**src/verilog/dseq_regs.vh**
```
// Constants for the dual output enable sequencer: register offsets, field positions,
// reset values and timing counts. Included by the top design file of the block only; the synchroniser does not include it.
`ifndef DSEQ_REGS_VH
`define DSEQ_REGS_VH

// Register index of the output sequence configuration register.
`define DSEQ_OUTPUT_SEQUENCE_CONFIG_IDX 8'h02
`define DSEQ_CFG_RESET                  8'h00
// Field positions inside the configuration register.
`define DSEQ_CFG_CH0_EN_BIT             0
`define DSEQ_CFG_CH1_EN_BIT             1
`define DSEQ_CFG_SEQ_LO                 2
`define DSEQ_CFG_SEQ_HI                 3
`define DSEQ_CFG_RST_MODE_BIT           4
`define DSEQ_CFG_PG_LO                  6
`define DSEQ_CFG_PG_HI                  7
// Auto-sequence field codes.
`define DSEQ_SEQ_INDEP                  2'h0
`define DSEQ_SEQ_CH1_ON_CH0             2'h1
`define DSEQ_SEQ_CH0_ON_CH1             2'h2
`define DSEQ_SEQ_TOGETHER               2'h3
// Chip state codes.
`define DSEQ_ST_SHUTDOWN                2'h0
`define DSEQ_ST_STANDBY                 2'h1
`define DSEQ_ST_ACTIVE                  2'h2
// Reset-mode delay: 125 ms at 50 ns clock period.
`define DSEQ_RESET_DELAY_MS             125
`define DSEQ_CLK_PERIOD_NS              50
`define DSEQ_RESET_DELAY_CYC            ((`DSEQ_RESET_DELAY_MS * 1000000) / `DSEQ_CLK_PERIOD_NS)
`define DSEQ_CNT_W                      22

`endif

```
**src/verilog/dseq_sync2.v**
```verilog
// Two flip-flop synchroniser for a bus of asynchronous levels.
// Assumes the inputs are quasi-static levels from pins or analog comparators.
`timescale 1ns/1ps
module dseq_sync2
#(
    parameter W = 1
)
(
    input  wire         ref_clk_i,
    input  wire         rst_i,
    input  wire [W-1:0] async_i,
    output wire [W-1:0] sync_o
);
    reg [W-1:0] meta_q;
    reg [W-1:0] sync_q;

    always @(posedge ref_clk_i)
    begin
        if (rst_i)
        begin
            meta_q <= {W{1'b0}};
            sync_q <= {W{1'b0}};
        end
        else
        begin
            meta_q <= async_i;
            sync_q <= meta_q;
        end
    end

    assign sync_o = sync_q;
endmodule

```
**src/verilog/dseq_top.v**
```verilog
// Output enable sequencer: combines enable pins, software enable bits and the
// auto-sequence mode into channel enables, chip state and the power-good/reset pin.
// Assumes a byte-wide register port from the serial interface block on ref_clk_i.
`timescale 1ns/1ps
`include "dseq_regs.vh"
module dseq_top
#(
    parameter DUAL         = 1,
    parameter RESET_DELAY  = `DSEQ_RESET_DELAY_CYC
)
(
    input  wire       ref_clk_i,
    input  wire       rst_i,
    input  wire       chan0_enable_pin_i,
    input  wire       chan1_enable_pin_i,
    input  wire       chan0_good_i,
    input  wire       chan1_good_i,
    input  wire       input_undervoltage_lockout_i,
    input  wire       overcurrent_fault_i,
    input  wire       overtemperature_fault_i,
    input  wire [7:0] reg_addr_i,
    input  wire [7:0] reg_wdata_i,
    input  wire       reg_wr_i,
    output reg  [7:0] reg_rdata_o,
    output reg        output_channel_zero_o,
    output reg        output_channel_one_o,
    output reg  [1:0] chip_state_o,
    output reg        power_good_reset_out_o,
    output reg        power_good_reset_out_oe_n_o
);
    wire [6:0] sync_w;
    reg  [7:0] cfg_q;
    reg  [`DSEQ_CNT_W-1:0] dly_q;
    reg  [`DSEQ_CNT_W-1:0] dly_d;
    reg        req0;
    reg        req1;
    reg        on0_d;
    reg        on1_d;
    reg        good_raw;
    reg  [1:0] state_d;

    wire pin0 = sync_w[0];
    wire pin1 = sync_w[1];
    wire good0 = sync_w[2];
    wire good1 = sync_w[3];
    wire input_undervoltage_lockout = sync_w[4];
    wire fault = sync_w[5] | sync_w[6];
    wire [1:0] seq = cfg_q[`DSEQ_CFG_SEQ_HI:`DSEQ_CFG_SEQ_LO];
    wire [1:0] pgsel = cfg_q[`DSEQ_CFG_PG_HI:`DSEQ_CFG_PG_LO];

    // All pin and comparator levels pass two flip-flops first.
    dseq_sync2 #(.W(7)) u_sync
    (
        .ref_clk_i (ref_clk_i),
        .rst_i     (rst_i),
        .async_i   ({overtemperature_fault_i, overcurrent_fault_i,
                     input_undervoltage_lockout_i, chan1_good_i, chan0_good_i,
                     chan1_enable_pin_i, chan0_enable_pin_i}),
        .sync_o    (sync_w)
    );

    always @(posedge ref_clk_i)
    begin
        if (rst_i)
            cfg_q <= `DSEQ_CFG_RESET;
        else if (reg_wr_i && reg_addr_i == `DSEQ_OUTPUT_SEQUENCE_CONFIG_IDX)
            cfg_q <= reg_wdata_i;
    end

    always @*
    begin
        req0 = pin0 & cfg_q[`DSEQ_CFG_CH0_EN_BIT];
        req1 = (DUAL != 0) & pin1 & cfg_q[`DSEQ_CFG_CH1_EN_BIT];
        on0_d = req0;
        on1_d = req1;
        case (seq)
            `DSEQ_SEQ_CH1_ON_CH0:
            begin
                // Channel zero stays on while channel one is still on, so it drops last.
                on0_d = req0 | (output_channel_zero_o & output_channel_one_o);
                on1_d = req1 & req0 & output_channel_zero_o & good0;
            end
            `DSEQ_SEQ_CH0_ON_CH1:
            begin
                // Channel one stays on while channel zero is still on, so it drops last.
                on1_d = req1 | (output_channel_one_o & output_channel_zero_o);
                on0_d = req0 & req1 & output_channel_one_o & good1;
            end
            `DSEQ_SEQ_TOGETHER:
            begin
                on0_d = req0 & req1;
                on1_d = req0 & req1;
            end
            default:
            begin
                on0_d = req0;
                on1_d = req1;
            end
        endcase
        if ((seq != `DSEQ_SEQ_INDEP) && fault)
        begin
            on0_d = 1'b0;
            on1_d = 1'b0;
        end
        if (input_undervoltage_lockout)
        begin
            on0_d = 1'b0;
            on1_d = 1'b0;
        end
        if (!pin0 && !(pin1 && DUAL != 0))
            state_d = `DSEQ_ST_SHUTDOWN;
        else if (on0_d || on1_d)
            state_d = `DSEQ_ST_ACTIVE;
        else
            state_d = `DSEQ_ST_STANDBY;
        if (DUAL == 0)
            good_raw = pgsel[1] ? (pgsel[0] | good0) : good0;
        else
        begin
            case (pgsel)
                2'h0: good_raw = good0 & good1;
                2'h1: good_raw = good1;
                2'h2: good_raw = good0;
                default: good_raw = 1'b1;
            endcase
        end
        if (!good_raw)
            dly_d = {`DSEQ_CNT_W{1'b0}};
        else if (dly_q != RESET_DELAY[`DSEQ_CNT_W-1:0])
            dly_d = dly_q + 1'b1;
        else
            dly_d = dly_q;
    end

    always @(posedge ref_clk_i)
    begin
        if (rst_i)
        begin
            output_channel_zero_o       <= 1'b0;
            output_channel_one_o        <= 1'b0;
            chip_state_o                <= `DSEQ_ST_SHUTDOWN;
            dly_q                       <= {`DSEQ_CNT_W{1'b0}};
            power_good_reset_out_o      <= 1'b0;
            power_good_reset_out_oe_n_o <= 1'b0;
            reg_rdata_o                 <= 8'h00;
        end
        else
        begin
            output_channel_zero_o <= on0_d;
            output_channel_one_o  <= on1_d;
            chip_state_o          <= state_d;
            dly_q                 <= dly_d;
            power_good_reset_out_o <= 1'b0;
            // Released (enable high) in power-good mode when good, in reset mode after RESET_DELAY cycles of good; driven low otherwise.
            if (cfg_q[`DSEQ_CFG_RST_MODE_BIT])
                power_good_reset_out_oe_n_o <= (dly_q == RESET_DELAY[`DSEQ_CNT_W-1:0]);
            else
                power_good_reset_out_oe_n_o <= good_raw;
            reg_rdata_o <= (reg_addr_i == `DSEQ_OUTPUT_SEQUENCE_CONFIG_IDX) ? cfg_q : 8'h00;
        end
    end
endmodule

```
**config.mk**
```make
export PLATFORM = sky130hd
export DESIGN_NAME = dseq_top
export DESIGN_NICKNAME = d
export VERILOG_FILES = /design/src/verilog/dseq_sync2.v /design/src/verilog/dseq_top.v
export VERILOG_INCLUDE_DIRS = /design/src /design/src/verilog
export SDC_FILE = /design/constraint.sdc
export NUM_CORES = 1
export LEC_CHECK = 0
export BUFFER_PORTS_ARGS = -buffer_cell sky130_fd_sc_hd__buf_4
export CAP_MARGIN = 20
export CORE_ASPECT_RATIO = 1.5
export CORE_MARGIN = 2
export CORE_UTILIZATION = 49
export DETAILED_ROUTE_END_ITERATION = 10
export PLACE_DENSITY = 0.74
export SYNTH_ARGS = -nofsm -noshare
export SYNTH_HDL_FRONTEND = slang
export SYNTH_HIERARCHICAL = 1
export SYNTH_SLANG_ARGS = --single-unit
```
**constraint.sdc**
```tcl
create_clock -name ref_clk_i -period 1.6 [get_ports ref_clk_i]
set_input_delay 0.4 -clock ref_clk_i [delete_from_list [all_inputs] [get_ports ref_clk_i]]
set_output_delay 0.4 -clock ref_clk_i [all_outputs]
set_load 0.01 [all_outputs]
```
Word level (Yosys, flattened, before mapping)
Index checks and enable logic that the tools add are counted.
{ "op_classes": {"addsub": 1, "n_eq_ne": 8, "mux": 9, "bitwise_logic": 14, "reduce_logical": 11} }
{ "ops": {"columns": ["operator", "n"], "rows": [
  ["22-bit by 1-bit adder with 22-bit output (second input constant)", 1],
  ["22-bit equality test (second input constant)", 1],
  ["22-bit != test (second input constant)", 1],
  ["1-bit AND", 9],
  ["1-bit case mux with 3 select lines", 3],
  ["8-bit by 2-bit equality test with 1-bit output (second input constant)", 1],
  ["2-bit equality test (second input constant)", 3],
  ["2-bit OR reduction", 3],
  ["1-bit two-way mux", 5],
  ["2-bit by 1-bit equality test with 1-bit output (second input constant)", 2],
  ["1-bit logical AND", 3],
  ["1-bit OR", 3],
  ["1-bit logical NOT", 2],
  ["2-bit logical NOT", 1],
  ["2-bit two-way mux", 1],
  ["1-bit NOT", 2],
  ["2-bit nonzero test", 1],
  ["1-bit logical OR", 1]
]} }
{ "totals": {"regBits": 57, "inputBits": 26, "elab_cells": 52} }

Logic depth before layout (Yosys ltp)
{ "depth": {"word_depth": 9, "ltp_mapped": 6, "ltp_nobuf": 6} }

Modules after synthesis
Netlist, hierarchy kept.
{ "modules_own_cells": {"columns": ["module", "n_inst", "cells_per_inst", "area_per_inst_um2", "seq_area_each_um2"], "rows": [
  ["dseq_top", 1, 211, 1896.8, 860.8],
  ["dseq_sync2", 1, 29, 407.9, 280.3]
]} }

Least setup slack after synthesis
OpenSTA, ideal clock, no wires.
{ "synth_timing": {"path_type": "reg2reg", "start": "register dly_q[0]", "end": "register dly_q[20]", "setup_ps": 86, "t_arrival_ps": 1508, "t_required_ps": 1514, "setup_slack_ps": 7, "stages_incl_launch_ff": 6, "n_path_buf": 0, "period_less_slack_ps": 1593, "cell_sequence": "dfxtp_1 -> ha_1 -> and4_1 -> nand4_1 -> or3_1 -> a211oi_1"} }
{ "synth_between": {"elab_chain_len": 1, "word_cells_on_any_way": 2, "cone_classes": "add/sub: 1; eq/ne: 1"} }
{ "synth_rtl": {"columns": ["item", "line", "rtl"], "rows": [
  ["start: declaration", "dseq_top.v:33", "reg [`DSEQ_CNT_W-1:0] dly_q;"],
  ["start signal: assignment", "dseq_top.v:142", "dly_q <= {`DSEQ_CNT_W{1'b0}};"],
  ["start signal: assignment", "dseq_top.v:152", "dly_q <= dly_d;"],
  ["22-bit by 1-bit adder with 22-bit output / 22-bit != test (equally long branches)", "dseq_top.v:130, dseq_top.v:129", null]
]} }
Several ways; a longest one is shown, not always the timed one.
A chain may end at the register's enable or synchronous reset.

Worst setup path after layout
{ "layout_timing": {"start": "register dly_q[0]", "end": "register dly_q[16]"} }
The elaborated chain is that of the path after synthesis.

==> run_results.csv <==
group,metric,value,unit
floorplanning,die_h,88.0,µm
layout,final_common_cell,"buf_4",
layout,nFillCells,366,
global_routing,grt_pass1_vias,1781,
yosys,yosysUniqueCellTypes,44,
yosys,netlist_instances,240,
hold_path,min_path_type,"in -> reg",
global_routing,antenna_found_initial,0,
floorplanning,initial_core_util,50.7,%
clock_network,cts_sinks,57,
critical_path,worst-path-max-fanout,4,
critical_path,cp-start-kind,"register",
timing,slew_violations,0,
placement,place_inst,355,
outcome,status,"complete, no violations",
detailed_routing,viasPerCell,5.12,
critical_path,critPathMaxStageDelay,350,ps
timing,finalHoldViolations,0,
timing,tns,0,ps
yosys,avgSynthCellArea,9.60,µm²
yosys,syn_area,0.00230,mm²
yosys,synth_edf_count,0,
detailed_routing,wl_per_cell,12.3,µm
timing,fmax,632,MHz
placement,pre_cts_slack,-1.17,ps
clock_network,root_buffer,"clkbuf_8",
power,ir_worst_vdd,0.832,mV
yosys,ys_seq_area_share,49.5,%
layout,utilization,67.7,%
power,p_per_area,1020,mW/mm²
critical_path,path_class,"reg -> reg",
detailed_routing,drt_first_iter_violations,91,
placement,io_buffers,38,
timing,fin_ws,18.6,ps
clock_network,postCtsHoldBufs,0,
timing,final.setup_skew,6.58,ps
placement,routabilityCongestion,0.844,
critical_path,endpoint_kind,"register",
detailed_routing,routed_wl,4570,µm
clock_network,htreeDepth,3,
detailed_routing,remaining_drc_errors,0,
floorplanning,num_rows,30,
timing,finalSetupViolations,0,
critical_path,path_cells,"ha_4, and4_1, nand4_1, buf_4, or3_1, a21oi_2",
flow_run,drv_cap,0,
global_routing,grtUsageTotal,19.4,%
timing,period_share,98.8,%
critical_path,cp.required,1870,ps
global_routing,grt_pass1_wl,7520,µm
layout,area_growth_syn_to_layout,33.4,%
timing,rsz0062_at_grt,"yes",
critical_path,cp_data_arrival_time,1850,ps
critical_path,worst_path_max_delay_cell,"dfxtp_2",
layout,final_cell_mix,"buf_4 (60), dfxtp_1 (53), nor2_1 (24)",
placement,hpwlAfterDp,3380,µm
detailed_routing,dr.pass1.iters,4,
detailed_routing,drtAntennaViolNets,0,
floorplanning,pin_count,40,
yosys,ys_seq_elements,57,
detailed_routing,vias,1911,
clock_network,clk_pin_slew_worst_paths,60,ps
floorplanning,die_area,0.00528,mm²
floorplanning,core_area,0.00454,mm²
yosys,synth_nets,268,
clock_network,cts_tree,"yes",
layout,stdcell_count,373,
floorplanning,die_w,60.0,µm
power,p_leak,1.21,nW
yosys,ys.flop_type,"dfxtp_1",
layout,drive_above_1_share,33.3,%
timing,min_period,1580,ps
global_routing,grt_max_degree,23,
yosys,synthArstFlopShare,0,%
clock_network,cts_buffers,9,
global_routing,grt_overflow,0,
clock_network,clockBufferDepth,2,
yosys,yosys_warnings,6,
clock_network,clock_latency,330,ps
layout,diodes,0,
layout,final_nets,332,
==> where the power goes <==
| part | switching, W | total [W] | internal (W) |
|---|---|---|---|
| Clock | 0.000534 | 0.00161 | 0.00107 |
| Combinational | 0.0000296 | 0.0000889 | 0.0000593 |
| Sequential | 0.00000697 | 0.00144 | 0.00144 |
| Total | 0.000571 | 0.00314 | 0.00257 |
==> final cells by class <==
class / instances / area, µm² / share of cell area (%)
repair buffers: 60 / 450 / 14.6
multi-input cells: 171 / 1140 / 36.9
clock inverters: 5 / 103 / 3.34
clock buffers: 11 / 141 / 4.60
well taps: 64 / 80.1 / 2.60
inverters: 5 / 18.8 / 0.610
flip-flops and latches: 57 / 1150 / 37.3
==> cell usage after synthesis, types with 2 or more instances <==
cell      count  area share (%)
nor2_1       24             3.9
nor2b_2      10             3.8
xor2_1        4             1.5
nand3_1       8             1.7
clkbuf_1      3            0.49
nand3_2       2            0.87
buf_6         3             1.5
a22oi_1       2            0.65
xnor2_1       6             2.3
dfxtp_1      57              50
o21ai_0       7             1.5
nor4_1        5             1.4
nand2b_1      2            0.54
or4_1         5             1.6
o31ai_1       5             1.6
nand4_1       6             1.6
and2_1       11             3.0
mux2i_1       8             3.5
o32ai_1       2            0.76
inv_1         5            0.81
and4_1        4             1.5
o221ai_1      2            0.76
or2_2         3            0.81
nand2_1      12             2.0
and2b_1       3            0.98
ha_1          2             1.1
nor3_1        5             1.1
a21oi_1      13             2.8
nor4b_1       2            0.76
or3_1         4             1.1
nor2b_1       2            0.54
==> through the flow <==
step | hold WS (ps) | power, W | area (µm²)
after CTS | 255 | 0.00318 | 3030
final | 269 | 0.00314 | 3080
after global routing | 255 | 0.00327 | 3080
after detailed placement | 423 | 0.00157 | 2770
after floorplan | 411 | 0.00151 | 2300
after global placement | 414 | 0.00156 | 2770
==> registers in the layout, summed over array words and instances, names as in the netlist <==
signal                       flops
cfg_q                            8
chip_state_o                     2
dly_q                           22
output_channel_one_o             1
output_channel_zero_o            1
power_good_reset_out_oe_n_o      1
reg_rdata_o                      8
u_sync/meta_q                    7
u_sync/sync_o                    7
==> cell families after synthesis <==
group,after synthesis,share of synthesized area (%)
AND/OR/NAND/NOR,115,29.5
flip-flops,57,49.5
AO/OA/AOI/OAI,35,9.34
buffers and inverters,12,3.09
XOR/XNOR,10,3.80
multiplexers,8,3.47
adder cells (fa/ha/maj),2,1.09
other,1,0.163
==> worst max-delay path, delay by kind of cell (launching register included) <==
| family | cells | cell delay [ps] |
|---|---|---|
| flops | 1 | 350 |
| compound gates | 1 | 110 |
| fa+ha+maj | 1 | 130 |
| simple gates | 3 | 720 |
| buf+inv | 1 | 200 |
==> routing by layer <==
metal	share of wire [%]	track usage [%]	vias up	wire length (µm)
met3	4.7	7.83	12	213
met5	0	0	-	0
li1	-	-	980	-
met1	39	19.0	878	1780
met4	2.6	9.90	0	117
met2	54	34.1	41	2460
==> repair_timing <==
item,4_1_cts,5_1_grt
gates resized for setup,3,13
buffers inserted,1,1
setup endpoints to repair,4,9
pin swaps,0,3
==> path summary, 6_finish.rpt <==
path	startpoint	endpoint	slack [ps]	cells after the start
hold / removal	input_undervoltage_lockout_i	u_sync/meta_q[4]$_SDFF_PP0_	270	2
hold reg to reg	u_sync/meta_q[4]$_SDFF_PP0_	u_sync/sync_o[4]$_SDFF_PP0_	440	1
setup / recovery	dly_q[0]$_SDFFE_PP0N_	dly_q[16]$_SDFFE_PP0N_	20	6
setup reg to reg	dly_q[0]$_SDFFE_PP0N_	dly_q[16]$_SDFFE_PP0N_	20	6
(Power assumes the default switching activity.)
